**src/hdl/supervisor_pkg.sv**
```systemverilog
// Constants, register map and types of the motor fault supervisor
package supervisor_pkg;

  // ==========================================================================
  // Timing
  localparam int CLK_HZ        = 50_000_000;
  localparam int LOCK_OFF_S    = 5;
  localparam int LOCK_OFF_CYC  = LOCK_OFF_S * CLK_HZ;

  // ==========================================================================
  // Register offsets
  localparam logic [7:0] FAULT_OFS   = 8'h00;
  localparam logic [7:0] CURR_OFS    = 8'h01;
  localparam logic [7:0] VOLT_OFS    = 8'h02;
  localparam logic [7:0] CTRL_OFS    = 8'h03;
  localparam logic [7:0] EFF_OFS     = 8'h04;

  // ==========================================================================
  // Field positions and reset values
  localparam int OVERHEAT_BIT  = 15;
  localparam int WARN_BIT      = 14;
  localparam int UNDERVOLT_BIT = 13;
  localparam int EXCESS_CURRENT_FLAG_BIT  = 11;
  localparam int LOCK_BITS     = 6;
  localparam int REG_MODE_BIT  = 15;
  localparam logic [15:0] CTRL_RST  = 16'h003F;
  localparam logic [15:0] FAULT_RST = 16'h0000;
  localparam logic [6:0]  DEV_ADDR  = 7'h52;  // Arbitrary value

  // ==========================================================================
  // Types
  typedef enum logic [0:0] {
    P_RUN  = 1'b0,
    P_HOLD = 1'b1
  } prot_t;

  typedef enum logic [0:0] {
    L_IDLE = 1'b0,
    L_READ = 1'b1
  } load_t;

  typedef enum logic [2:0] {
    S_IDLE = 3'b000,
    S_RX   = 3'b001,
    S_ACK  = 3'b010,
    S_TX   = 3'b011,
    S_MACK = 3'b100
  } ser_t;

endpackage

```
**src/hdl/reg_if.sv**
```systemverilog
// Register access carrier between the serial slave and the supervisor core
`timescale 1ns/10ps
interface reg_if;
  logic [7:0]  addr;
  logic [15:0] wdata;
  logic [15:0] rdata;
  logic        wr;
  logic        rd;
  modport master (output addr, output wdata, output wr, output rd, input rdata);
  modport slave  (input addr, input wdata, input wr, input rd, output rdata);
endinterface

```
**src/hdl/fault_supervisor.sv**
```systemverilog
// Protection and fault reporting core of the motor driver
`timescale 1ns/10ps
module fault_supervisor #(
  parameter int LOCK_OFF_CYC = supervisor_pkg::LOCK_OFF_CYC,
  parameter int MEAS_W       = 12
) (
  // Clock and reset
  input  wire logic              I_CLK,
  input  wire logic              I_RST,
  // Serial register port
  input  wire logic              I_SCL,
  input  wire logic              I_SDA,
  output logic                   O_SDA_O,
  output logic                   O_SDA_OE,
  // Thermal monitors
  input  wire logic              I_TEMP_SDN,
  input  wire logic              I_TEMP_RECOVER,
  input  wire logic              I_TEMP_WARN,
  // Supply monitors
  input  wire logic              I_VCC_BELOW_FALL,
  input  wire logic              I_VCC_ABOVE_RISE,
  input  wire logic              I_BUCK_UV,
  input  wire logic              I_CPUMP_UV,
  input  wire logic              I_V3P3_UV,
  // Current and lock detection
  input  wire logic              I_OVERCURRENT,
  input  wire logic [5:0]        I_LOCK_DET,
  // Measurements
  input  wire logic [MEAS_W-1:0] I_PHASE_CURR,
  input  wire logic [MEAS_W-1:0] I_VCC_MEAS,
  input  wire logic              I_MEAS_VALID,
  // Stored settings
  input  wire logic              I_SLEEP_EXIT,
  input  wire logic [15:0]       I_NV_DATA,
  output logic                   O_NV_RD,
  // Motor side
  input  wire logic              I_DIR,
  input  wire logic              I_COMMUTATE,
  output logic                   O_DIR,
  output logic                   O_TACH,
  output logic                   O_DRIVE_EN,
  output logic                   O_HIZ
);
  localparam int CW = $clog2(LOCK_OFF_CYC + 1);

  reg_if rb ();

  serial_slave u_serial (
    .i_clk    (I_CLK),
    .i_rst    (I_RST),
    .i_scl    (I_SCL),
    .i_sda    (I_SDA),
    .o_sda_o  (O_SDA_O),
    .o_sda_oe (O_SDA_OE),
    .rb       (rb)
  );

  supervisor_pkg::prot_t pst_q, pst_d;
  supervisor_pkg::load_t lst_q, lst_d;
  logic [CW-1:0]     cnt_q, cnt_d;
  logic              hiz_q, hiz_d, sdn_q, sdn_d, uv_q, uv_d, tach_q, tach_d, dir_q;
  logic [15:0]       flags_q, flags_d, host_q, host_d, nv_q, nv_d, eff;
  logic [MEAS_W-1:0] curr_q, volt_q;
  logic [5:0]        lock_hit;
  logic              aux_uv, fault_rd;

  // ==========================================================================
  // Effective settings and lock sources
  assign eff      = host_q[supervisor_pkg::REG_MODE_BIT] ? host_q : nv_q;
  assign lock_hit = I_LOCK_DET & eff[supervisor_pkg::LOCK_BITS-1:0];
  assign aux_uv   = I_BUCK_UV | I_CPUMP_UV | I_V3P3_UV;
  assign fault_rd = rb.rd && rb.addr == supervisor_pkg::FAULT_OFS;

  // ==========================================================================
  // Thermal, supply and fault flags
  always_comb begin
    sdn_d = sdn_q;
    if (I_TEMP_SDN) sdn_d = 1'b1;
    else if (I_TEMP_RECOVER) sdn_d = 1'b0;
    uv_d = uv_q;
    if (I_VCC_BELOW_FALL || aux_uv) uv_d = 1'b1;
    else if (I_VCC_ABOVE_RISE) uv_d = 1'b0;
    flags_d = fault_rd ? supervisor_pkg::FAULT_RST : flags_q;
    if (sdn_q) flags_d[supervisor_pkg::OVERHEAT_BIT] = 1'b1;
    if (I_TEMP_WARN) flags_d[supervisor_pkg::WARN_BIT] = 1'b1;
    if (uv_q) flags_d[supervisor_pkg::UNDERVOLT_BIT] = 1'b1;
    if (I_OVERCURRENT) flags_d[supervisor_pkg::EXCESS_CURRENT_FLAG_BIT] = 1'b1;
    flags_d[supervisor_pkg::LOCK_BITS-1:0] =
      flags_d[supervisor_pkg::LOCK_BITS-1:0] | lock_hit;
    tach_d = I_COMMUTATE ? ~tach_q : tach_q;
  end

  // ==========================================================================
  // Lock and overcurrent protection cycle
  always_comb begin
    pst_d = pst_q;
    cnt_d = cnt_q;
    hiz_d = hiz_q;
    unique case (pst_q)
      supervisor_pkg::P_RUN: if (|lock_hit || I_OVERCURRENT || hiz_q) begin
        // A current fault in the last hold cycle starts a fresh hold
        pst_d = supervisor_pkg::P_HOLD;
        cnt_d = '0;
        hiz_d = I_OVERCURRENT | hiz_q;
      end
      supervisor_pkg::P_HOLD: begin
        if (cnt_q == CW'(LOCK_OFF_CYC - 1)) begin
          pst_d = supervisor_pkg::P_RUN;
          hiz_d = 1'b0;
        end else begin
          cnt_d = cnt_q + CW'(1);
        end
        if (I_OVERCURRENT) hiz_d = 1'b1;
      end
    endcase
  end

  // ==========================================================================
  // Stored settings load and host writes
  always_comb begin
    lst_d  = (I_SLEEP_EXIT) ? supervisor_pkg::L_READ : supervisor_pkg::L_IDLE;
    nv_d   = (lst_q == supervisor_pkg::L_READ) ? I_NV_DATA : nv_q;
    host_d = host_q;
    if (rb.wr && rb.addr == supervisor_pkg::CTRL_OFS) host_d = rb.wdata;
  end

  always_ff @(posedge I_CLK or posedge I_RST) begin
    if (I_RST) begin
      pst_q   <= supervisor_pkg::P_RUN;
      cnt_q   <= '0;
      hiz_q   <= 1'b0;
      lst_q   <= supervisor_pkg::L_READ;
      nv_q    <= supervisor_pkg::CTRL_RST;
      host_q  <= supervisor_pkg::CTRL_RST & ~16'h8000;
      flags_q <= supervisor_pkg::FAULT_RST;
      sdn_q   <= 1'b0;
      uv_q    <= 1'b1;
      tach_q  <= 1'b0;
      dir_q   <= 1'b0;
      curr_q  <= '0;
      volt_q  <= '0;
    end else begin
      pst_q   <= pst_d;
      cnt_q   <= cnt_d;
      hiz_q   <= hiz_d;
      lst_q   <= lst_d;
      nv_q    <= nv_d;
      host_q  <= host_d;
      flags_q <= flags_d;
      sdn_q   <= sdn_d;
      uv_q    <= uv_d;
      tach_q  <= tach_d;
      dir_q   <= I_DIR;
      if (I_MEAS_VALID) begin
        curr_q <= I_PHASE_CURR;
        volt_q <= I_VCC_MEAS;
      end
    end
  end

  // ==========================================================================
  // Register read mux
  always_comb begin
    unique case (rb.addr)
      supervisor_pkg::FAULT_OFS: rb.rdata = flags_q;
      supervisor_pkg::CURR_OFS:  rb.rdata = 16'(curr_q);
      supervisor_pkg::VOLT_OFS:  rb.rdata = 16'(volt_q);
      supervisor_pkg::CTRL_OFS:  rb.rdata = host_q;
      supervisor_pkg::EFF_OFS:   rb.rdata = eff;
      default:                   rb.rdata = 16'h0000;
    endcase
  end

  // ==========================================================================
  // Outputs
  assign O_NV_RD    = (lst_q == supervisor_pkg::L_READ);
  assign O_DRIVE_EN = (pst_q == supervisor_pkg::P_RUN) & ~sdn_q & ~uv_q &
                      ~(|lock_hit) & ~I_OVERCURRENT & ~hiz_q;
  assign O_HIZ      = hiz_q | I_OVERCURRENT;
  assign O_TACH     = tach_q;
  assign O_DIR      = dir_q;
endmodule // fault_supervisor

```
**src/hdl/serial_slave.sv**
```systemverilog
// Two-wire serial register slave with 8-bit pointer and 16-bit words
`timescale 1ns/10ps
module serial_slave (
  // Clock and reset
  input  wire logic i_clk,
  input  wire logic i_rst,
  // Serial pins
  input  wire logic i_scl,
  input  wire logic i_sda,
  output logic      o_sda_o,
  output logic      o_sda_oe,
  // Register side
  reg_if.master     rb
);
  supervisor_pkg::ser_t st_q, st_d;
  logic       scl_q, sda_q, nack_q, nack_d, rw_q, rw_d, lo_q, lo_d;
  logic [1:0] ph_q, ph_d;
  logic [3:0] cnt_q, cnt_d;
  logic [7:0] sh_q, sh_d, ptr_q, ptr_d, hi_q, hi_d;
  logic [15:0] tx_q, tx_d;
  logic       rise, fall, start, stop;

  assign rise  = i_scl & ~scl_q;
  assign fall  = ~i_scl & scl_q;
  assign start = i_scl & scl_q & sda_q & ~i_sda;
  assign stop  = i_scl & scl_q & ~sda_q & i_sda;

  // ==========================================================================
  // Protocol engine
  always_comb begin
    st_d = st_q; ph_d = ph_q; cnt_d = cnt_q; sh_d = sh_q; ptr_d = ptr_q;
    hi_d = hi_q; tx_d = tx_q; rw_d = rw_q; lo_d = lo_q; nack_d = nack_q;
    rb.wr = 1'b0; rb.rd = 1'b0; rb.addr = ptr_q; rb.wdata = {hi_q, sh_q};
    if (start) begin
      st_d = supervisor_pkg::S_RX; ph_d = 2'd0; cnt_d = 4'h0;
    end else if (stop) begin
      st_d = supervisor_pkg::S_IDLE;
    end else begin
      unique case (st_q)
        supervisor_pkg::S_IDLE: ;
        supervisor_pkg::S_RX: begin
          if (rise) begin
            sh_d = {sh_q[6:0], i_sda}; cnt_d = cnt_q + 4'h1;
          end else if (fall && cnt_q == 4'h8) begin
            st_d = supervisor_pkg::S_ACK;
            unique case (ph_q)
              2'd0: begin
                rw_d = sh_q[0];
                if (sh_q[7:1] != supervisor_pkg::DEV_ADDR) st_d = supervisor_pkg::S_IDLE;
              end
              2'd1: ptr_d = sh_q;
              2'd2: hi_d = sh_q;
              2'd3: begin
                rb.wr = 1'b1; ptr_d = ptr_q + 8'h01;
              end
            endcase
          end
        end
        supervisor_pkg::S_ACK: if (fall) begin
          cnt_d = 4'h0;
          if (ph_q == 2'd0 && rw_q) begin
            rb.rd = 1'b1; tx_d = rb.rdata; lo_d = 1'b0;
            st_d = supervisor_pkg::S_TX;
          end else begin
            ph_d = (ph_q == 2'd3) ? 2'd2 : ph_q + 2'd1;
            st_d = supervisor_pkg::S_RX;
          end
        end
        supervisor_pkg::S_TX: begin
          if (rise) cnt_d = cnt_q + 4'h1;
          else if (fall) begin
            if (cnt_q == 4'h8) st_d = supervisor_pkg::S_MACK;
            else tx_d = {tx_q[14:0], 1'b0};
          end
        end
        supervisor_pkg::S_MACK: begin
          if (rise) nack_d = i_sda;
          else if (fall) begin
            cnt_d = 4'h0;
            if (nack_q) st_d = supervisor_pkg::S_IDLE;
            else begin
              st_d = supervisor_pkg::S_TX;
              lo_d = ~lo_q;
              if (lo_q) begin
                ptr_d = ptr_q + 8'h01;
                rb.addr = ptr_q + 8'h01;
                rb.rd = 1'b1; tx_d = rb.rdata;
              // Low byte waits in bits 14:7, the eighth fall does not shift
              end else tx_d = {tx_q[14:7], 8'h00};
            end
          end
        end
        default: st_d = supervisor_pkg::S_IDLE;
      endcase
    end
  end

  always_ff @(posedge i_clk or posedge i_rst) begin
    if (i_rst) begin
      st_q <= supervisor_pkg::S_IDLE; ph_q <= 2'd0; cnt_q <= 4'h0; sh_q <= 8'h00;
      ptr_q <= 8'h00; hi_q <= 8'h00; tx_q <= 16'h0000; rw_q <= 1'b0; lo_q <= 1'b0;
      nack_q <= 1'b1; scl_q <= 1'b1; sda_q <= 1'b1;
    end else begin
      st_q <= st_d; ph_q <= ph_d; cnt_q <= cnt_d; sh_q <= sh_d; ptr_q <= ptr_d;
      hi_q <= hi_d; tx_q <= tx_d; rw_q <= rw_d; lo_q <= lo_d; nack_q <= nack_d;
      scl_q <= i_scl; sda_q <= i_sda;
    end
  end

  assign o_sda_o  = 1'b0;
  assign o_sda_oe = (st_q == supervisor_pkg::S_ACK) |
                    (st_q == supervisor_pkg::S_TX && !tx_q[15]);
endmodule // serial_slave

```
**config.mk**
```make
export PLATFORM = sky130hd
export DESIGN_NAME = fault_supervisor
export DESIGN_NICKNAME = d
export VERILOG_FILES = /design/src/hdl/supervisor_pkg.sv /design/src/hdl/reg_if.sv /design/src/hdl/fault_supervisor.sv /design/src/hdl/serial_slave.sv
export SDC_FILE = /design/constraint.sdc
export NUM_CORES = 1
export LEC_CHECK = 0
export BUFFER_PORTS_ARGS = -buffer_cell sky130_fd_sc_hd__buf_2
export CORE_ASPECT_RATIO = 0.75
export CORE_MARGIN = 8
export CORE_UTILIZATION = 60
export DETAILED_ROUTE_END_ITERATION = 10
export PLACE_DENSITY = 0.8
export SLEW_MARGIN = 20
export SYNTH_ARGS = -nofsm -noshare
export SYNTH_HDL_FRONTEND = slang
export SYNTH_HIERARCHICAL = 1
export SYNTH_SLANG_ARGS = --single-unit
```
**constraint.sdc**
```tcl
create_clock -name I_CLK -period 7.6 [get_ports I_CLK]
set_input_delay 2.28 -clock I_CLK [delete_from_list [all_inputs] [get_ports I_CLK]]
set_output_delay 2.28 -clock I_CLK [all_outputs]
set_load 0.05 [all_outputs]
```
==> results of run 1 <==
## sequential cells by signal (all words and copies together) (netlist names), 2 cells and up
signal / flops
u_serial/sh_q: 8
flags_q: 10
u_serial/ph_q: 2
nv_q: 16
cnt_q: 28
u_serial/ptr_q: 8
volt_q: 12
u_serial/hi_q: 8
u_serial/tx_q: 16
u_serial/cnt_q: 4
curr_q: 12
host_q: 16
u_serial/st_q: 3
## cells in the mapped netlist (7+ instances only)
cell type	number	area (µm²)
dfrtp_1	138	3450
mux2_2	80	901
nand2_1	72	270
nor2_1	49	184
o21ai_0	42	210
a21oi_1	37	185
nand3_1	30	150
a31oi_1	22	138
clkbuf_1	19	71.3
a22oi_1	17	128
dfstp_2	17	447
inv_1	15	56.3
a22o_1	14	123
buf_2	14	70.1
nand4_1	12	75.1
mux2i_1	11	110
and3_1	10	62.6
o31ai_1	10	75.1
a21o_1	8	60.1
buf_4	8	60.1
nor2b_1	8	50.1
a41oi_1	7	61.3
nand2b_1	7	43.8
xnor2_1	7	61.3
## path summary, 6_finish.rpt
| check | from | to | slack, ps | depth (start not counted) |
|---|---|---|---|---|
| setup reg to reg | u_serial/scl_q | u_serial/tx_q[6] | 3580 | 11 |
| setup / recovery | I_LOCK_DET[3] | O_DRIVE_EN | 1290 | 6 |
| hold reg to reg | hiz_q | hiz_q | 470 | 1 |
| min in group asynchronous | I_RST | curr_q[8] | 1910 | 2 |
| max in group asynchronous | I_RST | volt_q[2] | 4510 | 3 |
| hold / removal | hiz_q | hiz_q | 470 | 1 |
## cells by family after synthesis
group / after synthesis
multiplexers: 92
adder cells (fa/ha/maj): 4
AND/OR/NAND/NOR: 241
other: 1
AO/OA/AOI/OAI: 206
buffers and inverters: 59
XOR/XNOR: 11
flip-flops: 155
## layer usage
metal	share of wire (%)	wire [µm]	vias up	track usage, %
met5	0	0	-	0
met2	44	9370	322	37.0
met1	45	9480	3276	35.6
li1	-	-	2981	-
met4	2.6	547	0	10.3
met3	8.3	1750	49	6.12
## through the flow
stage | utilization, % | area (µm²) | worst slack (ps) | power [W] | cells
CTS | 69.9 | 9100 | 1320 | 0.00263 | 1007
global route | 69.9 | 9100 | 1290 | 0.00276 | 1007
global placement | 65.0 | 8460 | 1330 | 0.00167 | 975
detailed placement | 65.0 | 8460 | 1340 | 0.00171 | 975
finish | 69.9 | 9100 | 1290 | 0.00264 | 1007
floorplan | - | 8040 | 806 | 0.00154 | 769
## area by class of cell
class,instances,area [µm²],share of cell area [%]
clock buffers,18,429,4.72
clock inverters,14,209,2.30
inverters,17,66.3,0.729
multi-input cells,555,3870,42.6
flip-flops and latches,155,3900,42.9
well taps,171,214,2.35
repair buffers,77,408,4.48
## power groups by stage
stage | sequential (W) | clock, W | combinational, W
global route | 0.00111 | 0.000972 | 0.000680
CTS | 0.00109 | 0.000932 | 0.000607
floorplan | 0.00104 | 0 | 0.000498
detailed placement | 0.00110 | 0 | 0.000604
global placement | 0.00109 | 0 | 0.000580
finish | 0.00110 | 0.000925 | 0.000616
## layout by cell type (no fill, tap or decap), types with 5 or more instances in the layout
master	instances
dfrtp_1	138
mux2_2	80
nand2_1	72
buf_2	68
nor2_1	48
o21ai_0	42
a21oi_1	37
nand3_1	30
a31oi_1	22
dfstp_2	17
a22oi_1	17
clkbuf_16	17
a22o_1	14
inv_1	13
nand4_1	12
mux2i_1	11
and3_1	10
o31ai_1	10
buf_4	9
nor2b_1	8
a21o_1	8
a41oi_1	7
nand2b_1	7
xnor2_1	7
nor3_1	6
o211ai_1	6
and2_1	6
a221o_1	6
inv_6	6
a211oi_1	5
==> results.sh, run 1 <==
export IMPL_synth_area_mm2=0.00804
export IMPL_yosys_area_share_adder_pct=0.623
export IMPL_num_vias=6628
export IMPL_drcViolationCount=0
export IMPL_synth_xor_area_share_pct=1.20
export IMPL_die_w_um=150
export IMPL_internal_power_w=0.00176
export IMPL_critPathMaxFanout=26
export IMPL_cts_made_buffers=17
export IMPL_synthSimpleGateAreaFrac_pct=16.0
export IMPL_fill_cells=941
export IMPL_path_common_cell="buf_2"
export IMPL_grt_usage_pct=25.3
export IMPL_peakVddDrop_mv=0.207
export IMPL_viasPerCell=6.58
export IMPL_core_area_mm2=0.0130
export IMPL_max_cap_violations=0
export IMPL_end_kind="output port"
export IMPL_synthToLayoutAreaGrowth_pct=13.2
export IMPL_post_drt_wl_per_cell_um=21.0
export IMPL_drive_gt1_share_pct=27.4
export IMPL_htreeDepth=4
export IMPL_syn_num_nets=836
export IMPL_p_sw_w=0.000878
export IMPL_start_util_pct=61.7
export IMPL_clk_pin_slew_worst_paths_ps=70
export IMPL_ys_seq_area_share_pct=48.5
export IMPL_place_gp_congestion=0.866
export IMPL_grt_max_degree=64
export IMPL_synth_warnings=6
export IMPL_p_seq_share_pct=41.6
export IMPL_cellLeakagePower_nw=3.83
export IMPL_timing_final_crit_period_ps=6310
export IMPL_muxShareOfSynthArea_pct=12.7
export IMPL_io_pins=70
export IMPL_wirelength_um=21100
export IMPL_hold_path_class="reg2reg"
export IMPL_cp_arrival_ps=4030
export IMPL_power_density_mw_per_mm2=290
export IMPL_synth_edf_count=0
export IMPL_crit_chain="buf_2, a222oi_1, and4_1, buf_4, nor3b_1, buf_2"
export IMPL_rsz0062_at_grt="false"
export IMPL_hold_viol=0
export IMPL_setup_tns_final_ps=0
export IMPL_ys_async_sr_fraction_pct=100
export IMPL_synth_top_family_by_area="compound AO/OA/AOI/OAI gates"
export IMPL_drt_iter0_drc=794
export IMPL_post_cts_buffers=0
export IMPL_nets=890
export IMPL_crit_path_top_delay_cell="a222oi_1"
export IMPL_combinationalPowerShare_pct=23.4
export IMPL_finalCritPeriodShare_pct=83.0
export IMPL_firstDrtPassIters=6
export IMPL_hold_worst_slack_ps=473
export IMPL_required_ps=5320
export IMPL_cp_top_family="buffers and inverters"
export IMPL_synth_ff_type="dfrtp_1"
export IMPL_max_stage_delay_ps=580
export IMPL_path_buf_inv=3
export IMPL_diodes=0
export IMPL_tritoncts="yes"
export IMPL_outcome="finished clean"
export IMPL_start_kind="input pin"
export IMPL_cts_max_path_buffers=2
export IMPL_tightest_slew_ps=926
export IMPL_grt_pass1_wl_um=34500
export IMPL_numPortBuffers=68
export IMPL_maxSlewHeadroom_pct=38.3
export IMPL_maxSlewViolCount=0
export IMPL_antenna_found_initial=0
export IMPL_place_hpwl_um=14800
export IMPL_cts_repair_resized=0
export IMPL_synth_compound_area_share_pct=17.5
export IMPL_cts_root_buffer="clkbuf_16"
export IMPL_p_sw_share_pct=33.3
export IMPL_rows=36
export IMPL_grt_overflow_total=0
export IMPL_clkSinkCount=155
export IMPL_p_clk_share_pct=35.1
export IMPL_synth_cell_types=75
export IMPL_fin_skew_ps=9.04
export IMPL_critPathKind="in2out"
export IMPL_synth_seq_cells=155
export IMPL_clk_latency_ps=430
export IMPL_setup_violations=0
export IMPL_grt_pass1_vias=6498
export IMPL_ant_nets=0
export IMPL_dieHeight_um=116
export IMPL_max_freq_mhz=158
export IMPL_synth_cells=769
export IMPL_dieArea_mm2=0.0174
export IMPL_ctsHoldBuffers=0
export IMPL_syn_area_per_cell_um2=10.5
(Power assumes the default switching activity.)
==> inputs of run 2 (changes only) <==
- clock period: 7.6 -> 6.4 ns (I/O delays scaled with it)
==> run 2 against run 1 <==
Net effect:
- via count fell by 0.78%
- final cell count rose by 0.20%
- combinational power rose by 18%
- first-iteration DRC count rose by 3.7%
- total power rose by 14%
- sequential cell count did not move
- sequential share of layout area rose by 0.22 points
- critical path type unchanged
- largest power group unchanged
==> results.sh, run 2 (synthesized netlist as in run 1, its figures left out) <==
export IMPL_fin_skew_ps=8.71
export IMPL_post_cts_buffers=0
export IMPL_crit_path_top_delay_cell="a222oi_1"
export IMPL_wirelength_um=20400
export IMPL_core_area_mm2=0.0130
export IMPL_outcome="finished clean"
export IMPL_nets=892
export IMPL_clk_pin_slew_worst_paths_ps=70
export IMPL_drt_iter0_drc=823
export IMPL_hold_viol=0
export IMPL_crit_chain="buf_2, a222oi_1, and4_1, nor3b_1, buf_2"
export IMPL_required_ps=4480
export IMPL_hold_path_class="reg2reg"
export IMPL_ctsHoldBuffers=0
export IMPL_post_dp_cell_area_mm2=0.00847
export IMPL_antenna_found_initial=0
export IMPL_place_gp_congestion=0.893
export IMPL_post_drt_wl_per_cell_um=20.3
export IMPL_peakVddDrop_mv=0.261
export IMPL_synthToLayoutAreaGrowth_pct=12.6
export IMPL_fin_area_mm2=0.00905
export IMPL_path_depth=5
export IMPL_final_cell_mix="dfrtp_1, mux2_2, nand2_1, buf_2, nor2_1"
export IMPL_pre_cts_ws_ps=1110
export IMPL_hold_path_depth=1
export IMPL_path_common_cell="buf_2"
export IMPL_hold_worst_slack_ps=476
export IMPL_reg2reg_depth=10
export IMPL_setup_violations=0
export IMPL_dieArea_mm2=0.0174
export IMPL_die_w_um=150
export IMPL_critPathMaxFanout=2
export IMPL_setup_tns_final_ps=0
export IMPL_cts_max_path_buffers=2
export IMPL_path_buf_inv=2
export IMPL_r2r_end="u_serial/tx_q[2]"
export IMPL_final_common_cell="dfrtp_1"
export IMPL_grt_pass1_vias=6386
export IMPL_tritoncts="yes"
export IMPL_cellLeakagePower_nw=3.82
export IMPL_finalCritPeriodShare_pct=83.1
export IMPL_ant_nets=0
export IMPL_start_kind="input pin"
export IMPL_num_vias=6576
export IMPL_numPortBuffers=68
export IMPL_r2r_start="u_serial/scl_q"
export IMPL_firstDrtPassIters=7
export IMPL_setup_ws_ps=1080
export IMPL_clk_latency_ps=430
export IMPL_rsz0062_at_grt="false"
export IMPL_place_hpwl_um=14600
export IMPL_grt_max_degree=60
export IMPL_grt_pass1_wl_um=33300
export IMPL_fill_cells=957
export IMPL_critPathKind="in2out"
export IMPL_max_stage_delay_ps=570
export IMPL_cp_arrival_ps=3400
export IMPL_max_cap_violations=0
export IMPL_maxSlewViolCount=0
export IMPL_maxSlewHeadroom_pct=39.7
export IMPL_start_util_pct=61.7
export IMPL_end_kind="output port"
export IMPL_r2r_slack_ps=2760
export IMPL_dieHeight_um=116
export IMPL_cts_root_buffer="clkbuf_16"
export IMPL_final_core_util_pct=69.5
export IMPL_timing_final_crit_period_ps=5320
export IMPL_largest_register_ff_count=28
export IMPL_grt_overflow_total=0
export IMPL_max_freq_mhz=188
export IMPL_grt_usage_pct=24.3
export IMPL_rows=36
export IMPL_io_pins=70
export IMPL_hold_end="O_TACH"
export IMPL_drive_gt1_share_pct=27.6
export IMPL_cts_repair_resized=0
export IMPL_cts_made_buffers=17
export IMPL_power_density_mw_per_mm2=333
export IMPL_diodes=0
export IMPL_cp_top_family="compound AO/OA/AOI/OAI gates"
export IMPL_viasPerCell=6.52
export IMPL_tightest_slew_ps=904
export IMPL_top_register="cnt_q"
export IMPL_clkSinkCount=155
export IMPL_htreeDepth=4
export IMPL_min_from="O_TACH"
export IMPL_drcViolationCount=0
run 2: worst max path at each step:
stage / startpoint / endpoint / slack [ps]
floorplan: I_OVERCURRENT / O_DRIVE_EN / 330
global placement: I_LOCK_DET[3] / O_DRIVE_EN / 1110
detailed placement: I_LOCK_DET[3] / O_DRIVE_EN / 1110
CTS: I_LOCK_DET[3] / O_DRIVE_EN / 1110
global route: I_LOCK_DET[3] / O_DRIVE_EN / 990
finish: I_LOCK_DET[3] / O_DRIVE_EN / 1080
run 2: layer usage:
| metal | wire length (µm) | share of wire [%] | vias up | global-route usage, % |
|---|---|---|---|---|
| met2 | 9090 | 44 | 294 | 36.5 |
| met3 | 1470 | 7.2 | 24 | 6.54 |
| met4 | 257 | 1.3 | 0 | 5.90 |
| met1 | 9620 | 47 | 3277 | 34.4 |
| li1 | - | - | 2981 | - |
| met5 | 0 | 0 | - | 0 |
run 2: report_power, final:
group / internal [W] / switching, W / total [W] / leakage [nW]
sequential: 0.00113 / 0.000169 / 0.00130 / 1.79
combinational: 0.000294 / 0.000431 / 0.000725 / 1.75
clock: 0.000550 / 0.000443 / 0.000993 / 0.286
run 2: final cells by class:
| class | instances | area, µm² | share of cell area (%) |
|---|---|---|---|
| clock inverter | 15 | 154 | 1.70 |
| inverter | 17 | 66.3 | 0.733 |
| tap | 171 | 214 | 2.36 |
| multi-input combinational | 555 | 3870 | 42.7 |
| timing repair buffer | 79 | 423 | 4.67 |
| clock buffer | 17 | 425 | 4.70 |
| sequential | 155 | 3900 | 43.1 |
run 2: through the flow:
step,total power [W],cells
after global placement,0.00198,977
after detailed placement,0.00202,977
after CTS,0.00301,1009
after global routing,0.00316,1009
final,0.00302,1009
after floorplan,0.00183,769
